File: src/rtl/buck_prot_pkg.sv
// Purpose: Shared constants for buck protection and enable supervision
// Assumes: 10 MHz core clock, registers written over a simple local port
// Notes:   Offsets with no printed value are chosen locally
package buck_prot_pkg;
  // ==========================================================
  // Register offsets
  localparam logic [7:0] OFS_OC_RESP     = 8'h47;
  localparam logic [7:0] OFS_OT_FAULT    = 8'h4f;
  localparam logic [7:0] OFS_OT_WARN     = 8'h51;
  localparam logic [7:0] OFS_SCRATCH     = 8'hd0;
  localparam logic [7:0] OFS_DEADTIME    = 8'he5;
  localparam logic [7:0] OFS_VIN_ON      = 8'h35;
  localparam logic [7:0] OFS_VIN_OFF     = 8'h36;
  localparam logic [7:0] OFS_PG_ON       = 8'h5e;
  localparam logic [7:0] OFS_PG_OFF      = 8'h5f;
  localparam logic [7:0] OFS_ONOFF_CFG   = 8'h02;
  localparam logic [7:0] OFS_OPERATION   = 8'h01;
  localparam logic [7:0] OFS_MODE_CFG    = 8'hd1;
  localparam logic [7:0] OFS_STATUS      = 8'h79;
  // ==========================================================
  // Field positions
  localparam int ONOFF_PIN_BIT  = 3; // Pin participates
  localparam int ONOFF_CMD_BIT  = 2; // Command participates
  localparam int ONOFF_POL_BIT  = 1; // Pin active high when set
  localparam int OPER_ON_BIT    = 7;
  localparam int MODE_TWOPH_BIT = 0;
  localparam int OCRESP_LATCH_BIT = 7; // Set: latch off, clear: hiccup
  localparam int DT_CH1_BIT     = 0;
  localparam int DT_CH2_BIT     = 1;
  // ==========================================================
  // Reset values
  localparam logic [15:0] RST_VIN_ON    = 16'h0010; // 16 V code
  localparam logic [15:0] RST_VIN_OFF   = 16'h0004; // 4 V code
  localparam logic [15:0] RST_OT_FAULT  = 16'h007d;
  localparam logic [15:0] RST_OT_WARN   = 16'h0073;
  localparam logic [15:0] RST_PG_ON     = 16'h0000;
  localparam logic [15:0] RST_PG_OFF    = 16'h0000;
  localparam logic [7:0]  RST_OC_RESP   = 8'h00;
  localparam logic [7:0]  RST_ONOFF_CFG = 8'h17;
  localparam logic [7:0]  RST_OPERATION = 8'h00;
  // Threshold limits in volt codes
  localparam logic [15:0] VIN_OFF_MIN   = 16'h0004;
  localparam logic [15:0] VIN_ON_MAX    = 16'h0010;
  // ==========================================================
  // Timing
  localparam int CLK_HZ          = 10_000_000;
  localparam int HICCUP_US       = 1000;
  localparam int HICCUP_CYC      = HICCUP_US * (CLK_HZ / 1_000_000);
  localparam int SOFTSTART_US    = 600;
  localparam int SOFTSTART_CYC   = SOFTSTART_US * (CLK_HZ / 1_000_000);
  // ==========================================================
  // Channel protection states
  typedef enum logic [2:0] {
    CH_OFF   = 3'b000,
    CH_START = 3'b001,
    CH_RUN   = 3'b010,
    CH_OVDIS = 3'b011,
    CH_HICC  = 3'b100,
    CH_LATCH = 3'b101
  } ch_state_e;
endpackage

File: src/rtl/buck_fault_and_enable_logic.sv
// Purpose: Protection, power-good and enable supervision for two rails
// Assumes: Comparators arrive asynchronously; registers on a local port
// Notes:   Channel one feedback drives both rails in two-phase mode
`timescale 1ns/1ps
`default_nettype none
module buck_fault_and_enable_logic
(
  input  wire logic        clk,            // Core clock 10 MHz
  input  wire logic        resetn,         // Async reset, active low
  input  wire logic        regWrite,       // Register write strobe
  input  wire logic        regRead,        // Register read strobe
  input  wire logic [7:0]  regAddr,        // Command code
  input  wire logic [15:0] regWdata,       // Write data
  output var  logic [15:0] regRdata,       // Read data, registered
  output var  logic        nvmStore,       // Scratchpad commit pulse
  input  wire logic [15:0] vinCode,        // Input voltage reading
  input  wire logic [1:0]  temp_sensor_in, // Rail temperature codes valid
  input  wire logic [15:0] tempCh1,        // Rail one temperature
  input  wire logic [15:0] tempCh2,        // Rail two temperature
  input  wire logic [1:0]  overvoltage_threshold,  // OV comparators
  input  wire logic [1:0]  undervoltage_threshold, // UV comparators
  input  wire logic [1:0]  pgWinHi,        // Above window, one per rail
  input  wire logic [1:0]  pgWinLo,        // Below window
  input  wire logic        dieHot,         // Die at shutdown limit
  input  wire logic        dieCool,        // Die cooled to restart
  input  wire logic [1:0]  rail_control_pin, // Control pins
  output var  logic [1:0]  high_side_gate, // High-side enable
  output var  logic [1:0]  low_side_gate,  // Low-side force on
  output var  logic [1:0]  pwmRun,         // Modulator running
  output var  logic [1:0]  deadLong,       // Longer dead time
  output var  logic [1:0]  power_ok_out,   // Power good
  output var  logic [1:0]  pgLevelSel,     // Window selection to analog
  output var  logic [1:0]  otFault,        // Overtemp fault
  output var  logic [1:0]  otWarn,         // Overtemp warning
  output var  logic        vinOk           // Input above lockout
);
  // ==========================================================
  // Register storage
  logic [15:0] vinOn, vinOff, otFaultLim, otWarnLim, scratch, deadSel;
  logic [15:0] pgOn, pgOff, modeCfg;
  logic [7:0]  ocResp, onoffCfg, operation;
  logic [15:0] next_vinOn, next_vinOff, next_otFaultLim, next_otWarnLim;
  logic [15:0] next_scratch, next_deadSel, next_pgOn, next_pgOff;
  logic [15:0] next_modeCfg, next_regRdata;
  logic [7:0]  next_ocResp, next_onoffCfg, next_operation;
  logic        next_nvmStore;
  logic [7:0]  statusByte;

  // Write decode and read mux
  always_comb
  begin
    next_vinOn = vinOn;
    next_vinOff = vinOff;
    next_otFaultLim = otFaultLim;
    next_otWarnLim = otWarnLim;
    next_scratch = scratch;
    next_deadSel = deadSel;
    next_pgOn = pgOn;
    next_pgOff = pgOff;
    next_modeCfg = modeCfg;
    next_ocResp = ocResp;
    next_onoffCfg = onoffCfg;
    next_operation = operation;
    next_nvmStore = 1'b0;
    next_regRdata = regRdata;
    if (regWrite)
    begin
      case (regAddr)
        buck_prot_pkg::OFS_VIN_ON:
          next_vinOn = (regWdata > buck_prot_pkg::VIN_ON_MAX)
                       ? buck_prot_pkg::VIN_ON_MAX : regWdata;
        buck_prot_pkg::OFS_VIN_OFF:
          next_vinOff = (regWdata < buck_prot_pkg::VIN_OFF_MIN)
                        ? buck_prot_pkg::VIN_OFF_MIN : regWdata;
        buck_prot_pkg::OFS_OT_FAULT: next_otFaultLim = regWdata;
        buck_prot_pkg::OFS_OT_WARN:  next_otWarnLim = regWdata;
        buck_prot_pkg::OFS_SCRATCH:
        begin
          next_scratch  = regWdata;
          next_nvmStore = 1'b1;
        end
        buck_prot_pkg::OFS_DEADTIME: next_deadSel = regWdata;
        buck_prot_pkg::OFS_PG_ON:    next_pgOn = regWdata;
        buck_prot_pkg::OFS_PG_OFF:   next_pgOff = regWdata;
        buck_prot_pkg::OFS_MODE_CFG: next_modeCfg = regWdata;
        buck_prot_pkg::OFS_OC_RESP:  next_ocResp = regWdata[7:0];
        buck_prot_pkg::OFS_ONOFF_CFG: next_onoffCfg = regWdata[7:0];
        buck_prot_pkg::OFS_OPERATION: next_operation = regWdata[7:0];
        default: next_nvmStore = 1'b0;
      endcase
    end
    if (regRead)
    begin
      case (regAddr)
        buck_prot_pkg::OFS_VIN_ON:    next_regRdata = vinOn;
        buck_prot_pkg::OFS_VIN_OFF:   next_regRdata = vinOff;
        buck_prot_pkg::OFS_OT_FAULT:  next_regRdata = otFaultLim;
        buck_prot_pkg::OFS_OT_WARN:   next_regRdata = otWarnLim;
        buck_prot_pkg::OFS_SCRATCH:   next_regRdata = scratch;
        buck_prot_pkg::OFS_DEADTIME:  next_regRdata = deadSel;
        buck_prot_pkg::OFS_PG_ON:     next_regRdata = pgOn;
        buck_prot_pkg::OFS_PG_OFF:    next_regRdata = pgOff;
        buck_prot_pkg::OFS_MODE_CFG:  next_regRdata = modeCfg;
        buck_prot_pkg::OFS_OC_RESP:   next_regRdata = {8'h00, ocResp};
        buck_prot_pkg::OFS_ONOFF_CFG: next_regRdata = {8'h00, onoffCfg};
        buck_prot_pkg::OFS_OPERATION: next_regRdata = {8'h00, operation};
        buck_prot_pkg::OFS_STATUS:    next_regRdata = {8'h00, statusByte};
        default:                      next_regRdata = 16'h0000;
      endcase
    end
  end

  // Register the map
  always_ff @(posedge clk or negedge resetn)
  begin
    if (!resetn)
    begin
      vinOn      <= buck_prot_pkg::RST_VIN_ON;
      vinOff     <= buck_prot_pkg::RST_VIN_OFF;
      otFaultLim <= buck_prot_pkg::RST_OT_FAULT;
      otWarnLim  <= buck_prot_pkg::RST_OT_WARN;
      scratch    <= 16'h0000;
      deadSel    <= 16'h0000;
      pgOn       <= buck_prot_pkg::RST_PG_ON;
      pgOff      <= buck_prot_pkg::RST_PG_OFF;
      modeCfg    <= 16'h0000;
      ocResp     <= buck_prot_pkg::RST_OC_RESP;
      onoffCfg   <= buck_prot_pkg::RST_ONOFF_CFG;
      operation  <= buck_prot_pkg::RST_OPERATION;
      nvmStore   <= 1'b0;
      regRdata   <= 16'h0000;
    end
    else
    begin
      vinOn      <= next_vinOn;
      vinOff     <= next_vinOff;
      otFaultLim <= next_otFaultLim;
      otWarnLim  <= next_otWarnLim;
      scratch    <= next_scratch;
      deadSel    <= next_deadSel;
      pgOn       <= next_pgOn;
      pgOff      <= next_pgOff;
      modeCfg    <= next_modeCfg;
      ocResp     <= next_ocResp;
      onoffCfg   <= next_onoffCfg;
      operation  <= next_operation;
      nvmStore   <= next_nvmStore;
      regRdata   <= next_regRdata;
    end
  end

  // ==========================================================
  // Synchronise analog comparators
  logic [1:0] ovS, uvS, hiS, loS, pinS;
  logic       hotS, coolS;
  genvar g;
  generate
    for (g = 0; g < 2; g++)
    begin : gSync
      sync3 uOv (.clk(clk), .resetn(resetn),
                 .din(overvoltage_threshold[g]), .dout(ovS[g]));
      sync3 uUv (.clk(clk), .resetn(resetn),
                 .din(undervoltage_threshold[g]), .dout(uvS[g]));
      sync3 uHi (.clk(clk), .resetn(resetn),
                 .din(pgWinHi[g]), .dout(hiS[g]));
      sync3 uLo (.clk(clk), .resetn(resetn),
                 .din(pgWinLo[g]), .dout(loS[g]));
      sync3 uPin (.clk(clk), .resetn(resetn),
                  .din(rail_control_pin[g]), .dout(pinS[g]));
    end
  endgenerate
  sync3 uHot (.clk(clk), .resetn(resetn), .din(dieHot), .dout(hotS));
  sync3 uCool (.clk(clk), .resetn(resetn), .din(dieCool), .dout(coolS));

  // ==========================================================
  // Input lockout with hysteresis and thermal latch
  logic vinOkR, next_vinOk, thermR, next_therm;
  always_comb
  begin
    next_vinOk = vinOkR;
    if (vinCode >= vinOn)
      next_vinOk = 1'b1;
    else if (vinCode < vinOff)
      next_vinOk = 1'b0;
    next_therm = thermR;
    if (hotS)
      next_therm = 1'b1;
    else if (coolS)
      next_therm = 1'b0;
  end

  always_ff @(posedge clk or negedge resetn)
  begin
    if (!resetn)
    begin
      vinOkR <= 1'b0;
      thermR <= 1'b0;
    end
    else
    begin
      vinOkR <= next_vinOk;
      thermR <= next_therm;
    end
  end
  assign vinOk = vinOkR;

  // ==========================================================
  // Enable source selection
  logic       twoPhase, pinOn0, pinOn1, cmdOn;
  logic [1:0] pinOn, railEn;
  assign twoPhase = modeCfg[buck_prot_pkg::MODE_TWOPH_BIT];
  assign cmdOn    = operation[buck_prot_pkg::OPER_ON_BIT];
  assign pinOn0   = pinS[0] ~^ onoffCfg[buck_prot_pkg::ONOFF_POL_BIT];
  assign pinOn1   = pinS[1] ~^ onoffCfg[buck_prot_pkg::ONOFF_POL_BIT];
  assign pinOn    = {twoPhase ? pinOn0 : pinOn1, pinOn0};

  // Pin, command, both or neither gate each rail
  always_comb
  begin
    railEn = 2'b00;
    case ({onoffCfg[buck_prot_pkg::ONOFF_PIN_BIT],
           onoffCfg[buck_prot_pkg::ONOFF_CMD_BIT]})
      2'b10: railEn = pinOn;
      2'b01: railEn = {cmdOn, cmdOn};
      2'b11: railEn = pinOn & {cmdOn, cmdOn};
      default: railEn = 2'b11;
    endcase
    railEn = railEn & {vinOkR, vinOkR};
  end

  // ==========================================================
  // Per-channel protection machines
  logic [1:0] hiEn, loF, run, flt, ovIn, uvIn, winIn;
  assign winIn = ~hiS & ~loS;
  assign ovIn  = twoPhase ? {ovS[0], ovS[0]} : ovS;
  assign uvIn  = twoPhase ? {uvS[0], uvS[0]} : uvS;
  generate
    for (g = 0; g < 2; g++)
    begin : gCh
      rail_protect uRail
      (
        .clk      (clk),
        .resetn   (resetn),
        .enable   (railEn[g]),
        .overVolt (ovIn[g]),
        .underVolt(uvIn[g]),
        .inWindow (twoPhase ? winIn[0] : winIn[g]),
        .thermStop(thermR),
        .latchOff (ocResp[buck_prot_pkg::OCRESP_LATCH_BIT]),
        .highEn   (hiEn[g]),
        .lowForce (loF[g]),
        .running  (run[g]),
        .faulted  (flt[g])
      );
    end
  endgenerate

  // ==========================================================
  // Outputs and power good
  logic [1:0] pgNext, otFNext, otWNext;
  logic [1:0] temp0, temp1;
  always_comb
  begin
    pgNext  = run & winIn & ~flt;
    if (twoPhase)
      pgNext = {1'b0, run[0] & winIn[0] & ~flt[0]};
    otFNext = {temp_sensor_in[1] && (tempCh2 >= otFaultLim),
               temp_sensor_in[0] && (tempCh1 >= otFaultLim)};
    otWNext = {temp_sensor_in[1] && (tempCh2 >= otWarnLim),
               temp_sensor_in[0] && (tempCh1 >= otWarnLim)};
  end
  assign temp0 = otFNext;
  assign temp1 = otWNext;

  always_ff @(posedge clk or negedge resetn)
  begin
    if (!resetn)
    begin
      power_ok_out   <= 2'b00;
      high_side_gate <= 2'b00;
      low_side_gate  <= 2'b00;
      pwmRun         <= 2'b00;
      deadLong       <= 2'b00;
      otFault        <= 2'b00;
      otWarn         <= 2'b00;
      pgLevelSel     <= 2'b00;
    end
    else
    begin
      power_ok_out   <= pgNext;
      high_side_gate <= hiEn;
      low_side_gate  <= loF;
      pwmRun         <= hiEn | loF;
      deadLong       <= {deadSel[buck_prot_pkg::DT_CH2_BIT],
                         deadSel[buck_prot_pkg::DT_CH1_BIT]};
      otFault        <= temp0;
      otWarn         <= temp1;
      pgLevelSel     <= pgOn[1:0];
    end
  end
  assign statusByte = {thermR, vinOkR, flt, otFault, power_ok_out};
endmodule
`default_nettype wire

File: src/rtl/sync3.sv
// Purpose: Three-stage synchroniser with agreement filter
// Assumes: Asynchronous input level
// Notes:   Output changes once stages two and three agree
`timescale 1ns/1ps
`default_nettype none
module sync3
(
  input  wire logic clk,    // Core clock
  input  wire logic resetn, // Async reset, active low
  input  wire logic din,    // Async level
  output var  logic dout    // Filtered level
);
  logic [2:0] stages;
  logic [2:0] next_stages;
  logic       next_dout;

  // Shift and filter
  always_comb
  begin
    next_stages = {stages[1:0], din};
    next_dout   = (stages[1] == stages[2]) ? stages[2] : dout;
  end

  // Register stages
  always_ff @(posedge clk or negedge resetn)
  begin
    if (!resetn)
    begin
      stages <= 3'b000;
      dout   <= 1'b0;
    end
    else
    begin
      stages <= next_stages;
      dout   <= next_dout;
    end
  end
endmodule
`default_nettype wire

File: src/rtl/rail_protect.sv
// Purpose: One channel's protection state machine
// Assumes: Synchronised comparator levels
// Notes:   Identical instance per channel
`timescale 1ns/1ps
`default_nettype none
module rail_protect
(
  input  wire logic clk,        // Core clock
  input  wire logic resetn,     // Async reset, active low
  input  wire logic enable,     // Rail requested on
  input  wire logic overVolt,   // Overvoltage level
  input  wire logic underVolt,  // Undervoltage level
  input  wire logic inWindow,   // Output inside power-good window
  input  wire logic thermStop,  // Die shutdown active
  input  wire logic latchOff,   // Fault response latches off
  output var  logic highEn,     // High-side gate permitted
  output var  logic lowForce,   // Low-side held on
  output var  logic running,    // Regulating after start
  output var  logic faulted     // Set while in CH_OVDIS, CH_HICC or CH_LATCH
);
  buck_prot_pkg::ch_state_e state;
  buck_prot_pkg::ch_state_e next_state;
  logic [15:0] timer;
  logic [15:0] next_timer;

  localparam logic [15:0] HICC_CNT =
    16'(buck_prot_pkg::HICCUP_CYC - 1);
  localparam logic [15:0] SS_CNT =
    16'(buck_prot_pkg::SOFTSTART_CYC - 1);

  // Next state
  always_comb
  begin
    next_state = state;
    next_timer = (timer != 16'h0000) ? timer - 16'h0001 : timer;
    case (state)
      buck_prot_pkg::CH_OFF:
        if (enable && !thermStop)
        begin
          next_state = buck_prot_pkg::CH_START;
          next_timer = SS_CNT;
        end
      buck_prot_pkg::CH_START:
        if (timer == 16'h0000)
          next_state = buck_prot_pkg::CH_RUN;
      buck_prot_pkg::CH_RUN:
        if (overVolt)
          next_state = buck_prot_pkg::CH_OVDIS;
        else if (underVolt)
        begin
          next_state = latchOff ? buck_prot_pkg::CH_LATCH
                                : buck_prot_pkg::CH_HICC;
          next_timer = HICC_CNT;
        end
      buck_prot_pkg::CH_OVDIS:
        if (inWindow && !overVolt)
          next_state = buck_prot_pkg::CH_RUN;
      buck_prot_pkg::CH_HICC:
        if (timer == 16'h0000)
        begin
          next_state = buck_prot_pkg::CH_START;
          next_timer = SS_CNT;
        end
      buck_prot_pkg::CH_LATCH:
        next_state = buck_prot_pkg::CH_LATCH;
      default:
        next_state = buck_prot_pkg::CH_OFF;
    endcase
    if (!enable || thermStop)
    begin
      next_state = buck_prot_pkg::CH_OFF;
      next_timer = 16'h0000;
    end
  end

  // Register state
  always_ff @(posedge clk or negedge resetn)
  begin
    if (!resetn)
    begin
      state <= buck_prot_pkg::CH_OFF;
      timer <= 16'h0000;
    end
    else
    begin
      state <= next_state;
      timer <= next_timer;
    end
  end

  // Gate permissions
  assign highEn   = (state == buck_prot_pkg::CH_START) ||
                    (state == buck_prot_pkg::CH_RUN);
  assign lowForce = (state == buck_prot_pkg::CH_OVDIS);
  assign running  = (state == buck_prot_pkg::CH_RUN);
  assign faulted  = (state == buck_prot_pkg::CH_OVDIS) ||
                    (state == buck_prot_pkg::CH_HICC) ||
                    (state == buck_prot_pkg::CH_LATCH);
endmodule
`default_nettype wire

File: config.mk
export PLATFORM = sky130hd
export DESIGN_NAME = buck_fault_and_enable_logic
export DESIGN_NICKNAME = d
export VERILOG_FILES = /design/src/rtl/buck_prot_pkg.sv /design/src/rtl/buck_fault_and_enable_logic.sv /design/src/rtl/sync3.sv /design/src/rtl/rail_protect.sv
export SDC_FILE = /design/constraint.sdc
export NUM_CORES = 1
export LEC_CHECK = 0
export BUFFER_PORTS_ARGS = -buffer_cell sky130_fd_sc_hd__buf_2
export CORE_MARGIN = 1.5
export CORE_UTILIZATION = 39
export CTS_BUF_LIST = sky130_fd_sc_hd__clkbuf_4
export CTS_CLUSTER_DIAMETER = 200
export DETAILED_ROUTE_END_ITERATION = 8
export PLACE_DENSITY = 0.62
export SETUP_SLACK_MARGIN = 0.02
export SLEW_MARGIN = 20
export SYNTH_ARGS = -nofsm -noshare
export SYNTH_HDL_FRONTEND = slang
export SYNTH_SLANG_ARGS = --single-unit
File: constraint.sdc
create_clock -name clk -period 2.6 [get_ports clk]
set_clock_uncertainty 0.15 [all_clocks]
set_input_delay 0.52 -clock clk [delete_from_list [all_inputs] [get_ports clk]]
set_output_delay 0.52 -clock clk [all_outputs]
set_load 0.02 [all_outputs]
# Word level (Yosys, flattened, before mapping)
# Index checks and enable logic that the tools add are counted.
[word_totals]
reg_bits = 289
output_inout_bits = 34
elab_cells = 213
[classes]
add_sub_neg = 2
magnitude_cmp = 8
n_eq_ne = 48
mux = 46
bitwise_logic = 14
n_reduce_logical = 43
[ops]
columns = ["cell", "count"]
rows = [
  ["two-way mux 16 bit", 14],
  ["case mux 16 bit (13 select lines)", 1],
  ["case mux 16 bit (3 select lines)", 2],
  [">= comparator 16 bit", 5],
  ["equality test 8 x 7 -> 1 bit (second input constant)", 6],
  ["two-way mux 3 bit", 14],
  ["case mux 3 bit (6 select lines)", 2],
  ["zero test 16 bit", 2],
  ["nonzero test 16 bit", 2],
  ["subtractor 16 x 1 -> 16 bit (second input constant)", 2],
  ["equality test 8 bit (second input constant)", 3],
  ["AND reduction 2 bit", 12],
  ["!= test 3 x 1 -> 1 bit (second input constant)", 6],
  ["equality test 8 x 6 -> 1 bit (second input constant)", 2],
  ["greater-than comparator 16 x 5 -> 1 bit (second input constant)", 1],
  ["< comparator 16 bit", 1],
  ["< comparator 16 x 3 -> 1 bit (second input constant)", 1],
  ["equality test 1 bit", 12],
  ["equality test 3 x 2 -> 1 bit (second input constant)", 4],
  ["equality test 3 bit (second input constant)", 4],
  ["AND 2 bit", 5],
  ["AND reduction 5 bit", 2],
  ["two-way mux 1 bit", 9],
  ["equality test 8 x 1 -> 1 bit (second input constant)", 1],
  ["18 further kinds", 48],
]

# Depth between registers and ports, before layout
[logic_depth]
word_depth = 9
ltp_mapped = 10
depth_no_buf = 10

# Hierarchy
# From an unflattened synthesis, not the netlist that was laid out.
[unflattened]
hier_cells = 1358
area_unflattened_um2 = 15213.3
[modules_own_cells]
columns = ["mod", "n_inst", "cells_per_inst", "area_each_um2", "seq_area_each_um2"]
rows = [
  ["buck_fault_and_enable_logic", 1, 1010, 11259.5, 5101.1],
  ["sync3", 12, 5, 111.4, 100.1],
  ["rail_protect (gCh[0].uRail)", 1, 147, 1311.3, 475.5],
  ["rail_protect (gCh[1].uRail)", 1, 141, 1306.3, 475.5],
]

# Least setup slack after synthesis
# No wires, ideal clock.
[synth_path]
path_kind = "register to register"
from = "register gCh[0].uRail.timer[0]"
to = "register gCh[0].uRail.timer[0]"
arrival_ns = 2.168
setup_slack_ns = 0.146
path_stages_with_launch = 10
synth_period_minus_slack_ns = 2.454
cell_sequence = "dfrtp_1 inv_1 ha_1 nor3b_1 nand4_1 nor3_1 inv_1 ha_1 o21ai_0 a21oi_1"
[synth_via]
elab_chain_len = 6
[synth_rtl]
columns = ["element", "line", "rtl"]
rows = [
  ["start: declaration", "rail_protect.sv:23", "logic [15:0] timer;"],
  ["start signal: assignment", "rail_protect.sv:87", "timer <= next_timer;"],
  ["subtractor 16 x 1 -> 16 bit / nonzero test 16 bit (equally long branches)", "rail_protect.sv:35", "next_timer = (timer != 16'h0000) ? timer - 16'h0001 : timer;"],
  ["two-way mux 16 bit", "rail_protect.sv:35", ""],
  ["two-way mux 16 bit", "rail_protect.sv:49", "else if (underVolt)"],
  ["two-way mux 16 bit", "rail_protect.sv:47", "if (overVolt)"],
  ["case mux 16 bit (3 select lines) *", "rail_protect.sv:36", "case (state)"],
  ["two-way mux 16 bit *", "rail_protect.sv:69", "if (!enable || thermStop)"],
  ["via gCh[0].uRail.next_timer[0]", "rail_protect.sv:24", "logic [15:0] next_timer;"],
]
# The timed path passes the listed nets; every way through them passes the cells marked *.
# A chain may end at the register's enable or synchronous reset.

# Worst setup path in the final report
[layout_path]
from = "register gCh[1].uRail.timer[8]"
to = "register gCh[1].uRail.timer[4]"
[layout_via]
elab_chain_len = 6
[layout_rtl]
columns = ["element", "line"]
rows = [
  ["start: declaration", "rail_protect.sv:23"],
  ["start signal: assignment", "rail_protect.sv:87"],
  ["nonzero test 16 bit", "rail_protect.sv:35"],
  ["two-way mux 16 bit", "rail_protect.sv:35"],
  ["two-way mux 16 bit", "rail_protect.sv:49"],
  ["two-way mux 16 bit", "rail_protect.sv:47"],
  ["case mux 16 bit (3 select lines) *", "rail_protect.sv:36"],
  ["two-way mux 16 bit *", "rail_protect.sv:69"],
  ["via gCh[1].uRail.next_timer[4]", "rail_protect.sv:24"],
]
# Marked as above.

==> flow_summary.ini <==
[status]
status = completed

[global_route]
grt_max_degree = 69
antenna_found_initial = 2
grt_pass1_vias = 11770
gr-usage-all-layers_pct = 22.25
grt_pass1_wl_um = 66570
grt-ovfl-total = 0

[detailed_routing]
first_pass_iters = 5
drcViolationCount = 0
via_count = 11470
ant_nets = 0
wl_per_cell_um = 19.86
drt-vias-per-instance = 5.411
drt-total-wl_um = 42100
dr.first_iter.drc_count = 923

[logic_synthesis]
synthTopCellsByCount = dfrtp_1 (272), mux2_2 (131), ha_1 (101), inv_1 (75), nand2_1 (66)
dominantRegCellSynth = dfrtp_1
synth_area_sq_um = 14810
synthesis.nets = 1493
synth_edf_count = 0
yosysWarnings = 0
synth_seq_area_share_pct = 48.99
synth_seq_cells = 289
synth.largest_area_cell = dfrtp_1
synth.distinct_cells = 72
yosys-top-cells-area = dfrtp_1 (46%), mux2_2 (10%), ha_1 (8.5%)
synth_top_area_share_pct = 45.97
syn_inst = 1302
synth.most_common_cell = dfrtp_1
synthArstFlopShare_pct = 100.0
avgSynthCellArea_sq_um = 11.37

[critical_path]
path_delay_family = simple AND/OR/NAND/NOR gates
worstSetupPathType = register to register
crit_path_max_incr_delay_ns = 0.47
critical_path.startpoint_type = register
critPathBufInv = 0
cp-end-kind = register
cpMaxStageDelayCell = or3_1
crit_path_max_fanout = 8
crit_required_ns = 3.03
cp_cell_sequence = or3_1, nor4_4, nand2_4, a211o_1, nand2b_1, nor2_1
arrival_ns = 2.81

[power]
p_leak_nw = 8.443
p_sw_share_pct = 28.38
finalPower_w = 0.01103
power_frac_seq_pct = 44.8
p_int_w = 0.007896
switching_power_w = 0.003129
clkPwrFrac_pct = 37.2
peakVddDrop_uv = 287.4
power_density_nw_per_um2 = 620.0
power_frac_comb_pct = 18.0

[clock_tree]
numCtsBuffers = 75
cts_buffer_depth = 3
post_cts_buffers = 0
htreeDepth = 3
cts_resized = 0
clock_latency_ns = 0.73
numClockSinks = 289
root_buffer = clkbuf_4
cts_tree = yes
clk_pin_slew_ns = 0.07

[final_layout]
area_delta_synth_final_pct = 20.09
multi_input_area_sq_um = 7029
ff_latch_area_sq_um = 7253
fin_nets = 1743
layout-drive-gt1-share_pct = 31.38
fill_cells = 3541
final_area_sq_um = 17780

[floorplanning]
rows = 71
dieArea_sq_um = 39140
initial_utilization_pct = 39.50
ios = 124
die_y_um = 197.9
core_area_sq_um = 37490
die_width_um = 197.9

[placed_design]
hpwl_um = 31780
placed_cell_area_sq_um = 16630
dp_slack_ns = -0.03809
gp_congestion = 0.9490
portBuffers = 123

[min_path]
hp-class = primary input to register

[timing]
fmax_mhz = 420.6
finalCriticalPeriod_ns = 2.377
rsz0062_at_grt = no
fin_ws_ns = 0.2227
finalSetupTns_ns = 0
maxSlewViolCount = 0
relSlewSlack_pct = 60.03
hold_ws_ns = 0.08839
fin_crit_sh_pct = 91.43
worst_slew_pin_slew_ns = 0.5989
finalSetupViolCount = 0
final-hold-violation-count = 0

[flow_run]
maxCapViolations = 0
==> layout make-up <==
class / instances / share of cell area, %
well taps: 511 / 3.596
flip-flops and latches: 289 / 40.79
diodes: 3 / 0.04222
repair buffers: 232 / 8.823
clock inverters: 18 / 0.8444
clock buffers: 113 / 4.771
inverters: 76 / 1.604
multi-input cells: 878 / 39.53
==> metrics by stage <==
step	utilization, %	instances
final	47.43	2120
after global routing	47.43	2119
after CTS	47.41	2117
after detailed placement	44.35	1971
after global placement	44.35	1971
after floorplan	-	1302
==> cells in the final DEF (no fill, tap or decap), types with 13 or more instances in the layout <==
| master | instances |
|---|---|
| and3_1 | 14 |
| xnor2_1 | 18 |
| a22oi_1 | 33 |
| clkbuf_4 | 113 |
| dfstp_2 | 17 |
| nand2b_1 | 20 |
| o2bb2ai_1 | 13 |
| mux2i_1 | 21 |
| o21ai_0 | 28 |
| nor2b_1 | 14 |
| nor3_1 | 21 |
| a211oi_1 | 21 |
| a31oi_1 | 21 |
| nand3_1 | 14 |
| a21oi_1 | 46 |
| buf_2 | 122 |
| dlygate4sd3_1 | 15 |
| nand2_1 | 66 |
| a22o_1 | 17 |
| buf_4 | 87 |
| dfrtp_1 | 272 |
| mux2_2 | 131 |
| a21o_1 | 32 |
| ha_1 | 101 |
| inv_1 | 75 |
| nor2_1 | 62 |
==> flip-flops by register name, summed over array words and instances (netlist names), 8 cells and up <==
signal           cells
deadSel             16
gCh.uRail.timer     32
modeCfg             16
ocResp               8
onoffCfg             8
operation            8
otFaultLim          16
otWarnLim           16
pgOff               16
pgOn                16
regRdata            16
scratch             16
vinOff              16
vinOn               16
==> cell families after synthesis <==
family / after synthesis / share of synthesized area, %
compound gates: 307 / 15.06
flops: 289 / 48.99
simple gates: 281 / 10.19
mux: 152 / 11.38
buf+inv: 135 / 3.558
fa+ha+maj: 113 / 9.346
xor+xnor: 25 / 1.479
==> worst paths after layout <==
| check | from | to | slack, ns | cells past startpoint |
|---|---|---|---|---|
| setup / recovery | gCh[1].uRail.timer[8]$_DFF_PN0_ | gCh[1].uRail.timer[4]$_DFF_PN0_ | 0.22 | 6 |
| hold / removal | regWdata[13] | pgOn[13]$_DFFE_PN0P_ | 0.09 | 3 |
| setup reg to reg | gCh[1].uRail.timer[8]$_DFF_PN0_ | gCh[1].uRail.timer[4]$_DFF_PN0_ | 0.22 | 6 |
| hold reg to reg | gSync[1].uLo.stages[0]$_DFF_PN0_ | gSync[1].uLo.stages[1]$_DFF_PN0_ | 0.19 | 0 |
| max in group asynchronous | resetn | otWarnLim[0]$_DFFE_PN1P_ | 1.31 | 3 |
| min in group asynchronous | resetn | gCh[0].uRail.timer[6]$_DFF_PN0_ | 0.20 | 2 |
==> power groups by stage <==
stage          clock network, W  registers (W)  logic (W)
2_1_floorplan                 0        0.00497    0.00125
3_3_place_gp                  0        0.00501    0.00192
3_5_place_dp                  0        0.00502    0.00196
4_1_cts                 0.00423        0.00494    0.00199
5_1_grt                 0.00448        0.00497    0.00224
6_report                0.00411        0.00494    0.00198
==> layer usage <==
metal	vias to the layer above	track usage, %	share of wire [%]
met3	50	4.616	7.2
met1	5686	31.39	46
li1	5372	-	-
met4	0	6.842	1.8
met2	364	34.29	45
met5	-	0	0
==> what timing repair did <==
item                       in CTS  in global routing
hold endpoints to repair       69                  0
setup endpoints to repair       0                  2
hold buffers                   15                  0
==> worst min-delay path, cell delays in order <==
cell and delay, ns:
buf_2 0.09, buf_4 0.16, mux2_2 0.15
Note: power is estimated with default switching activity, not from simulation.
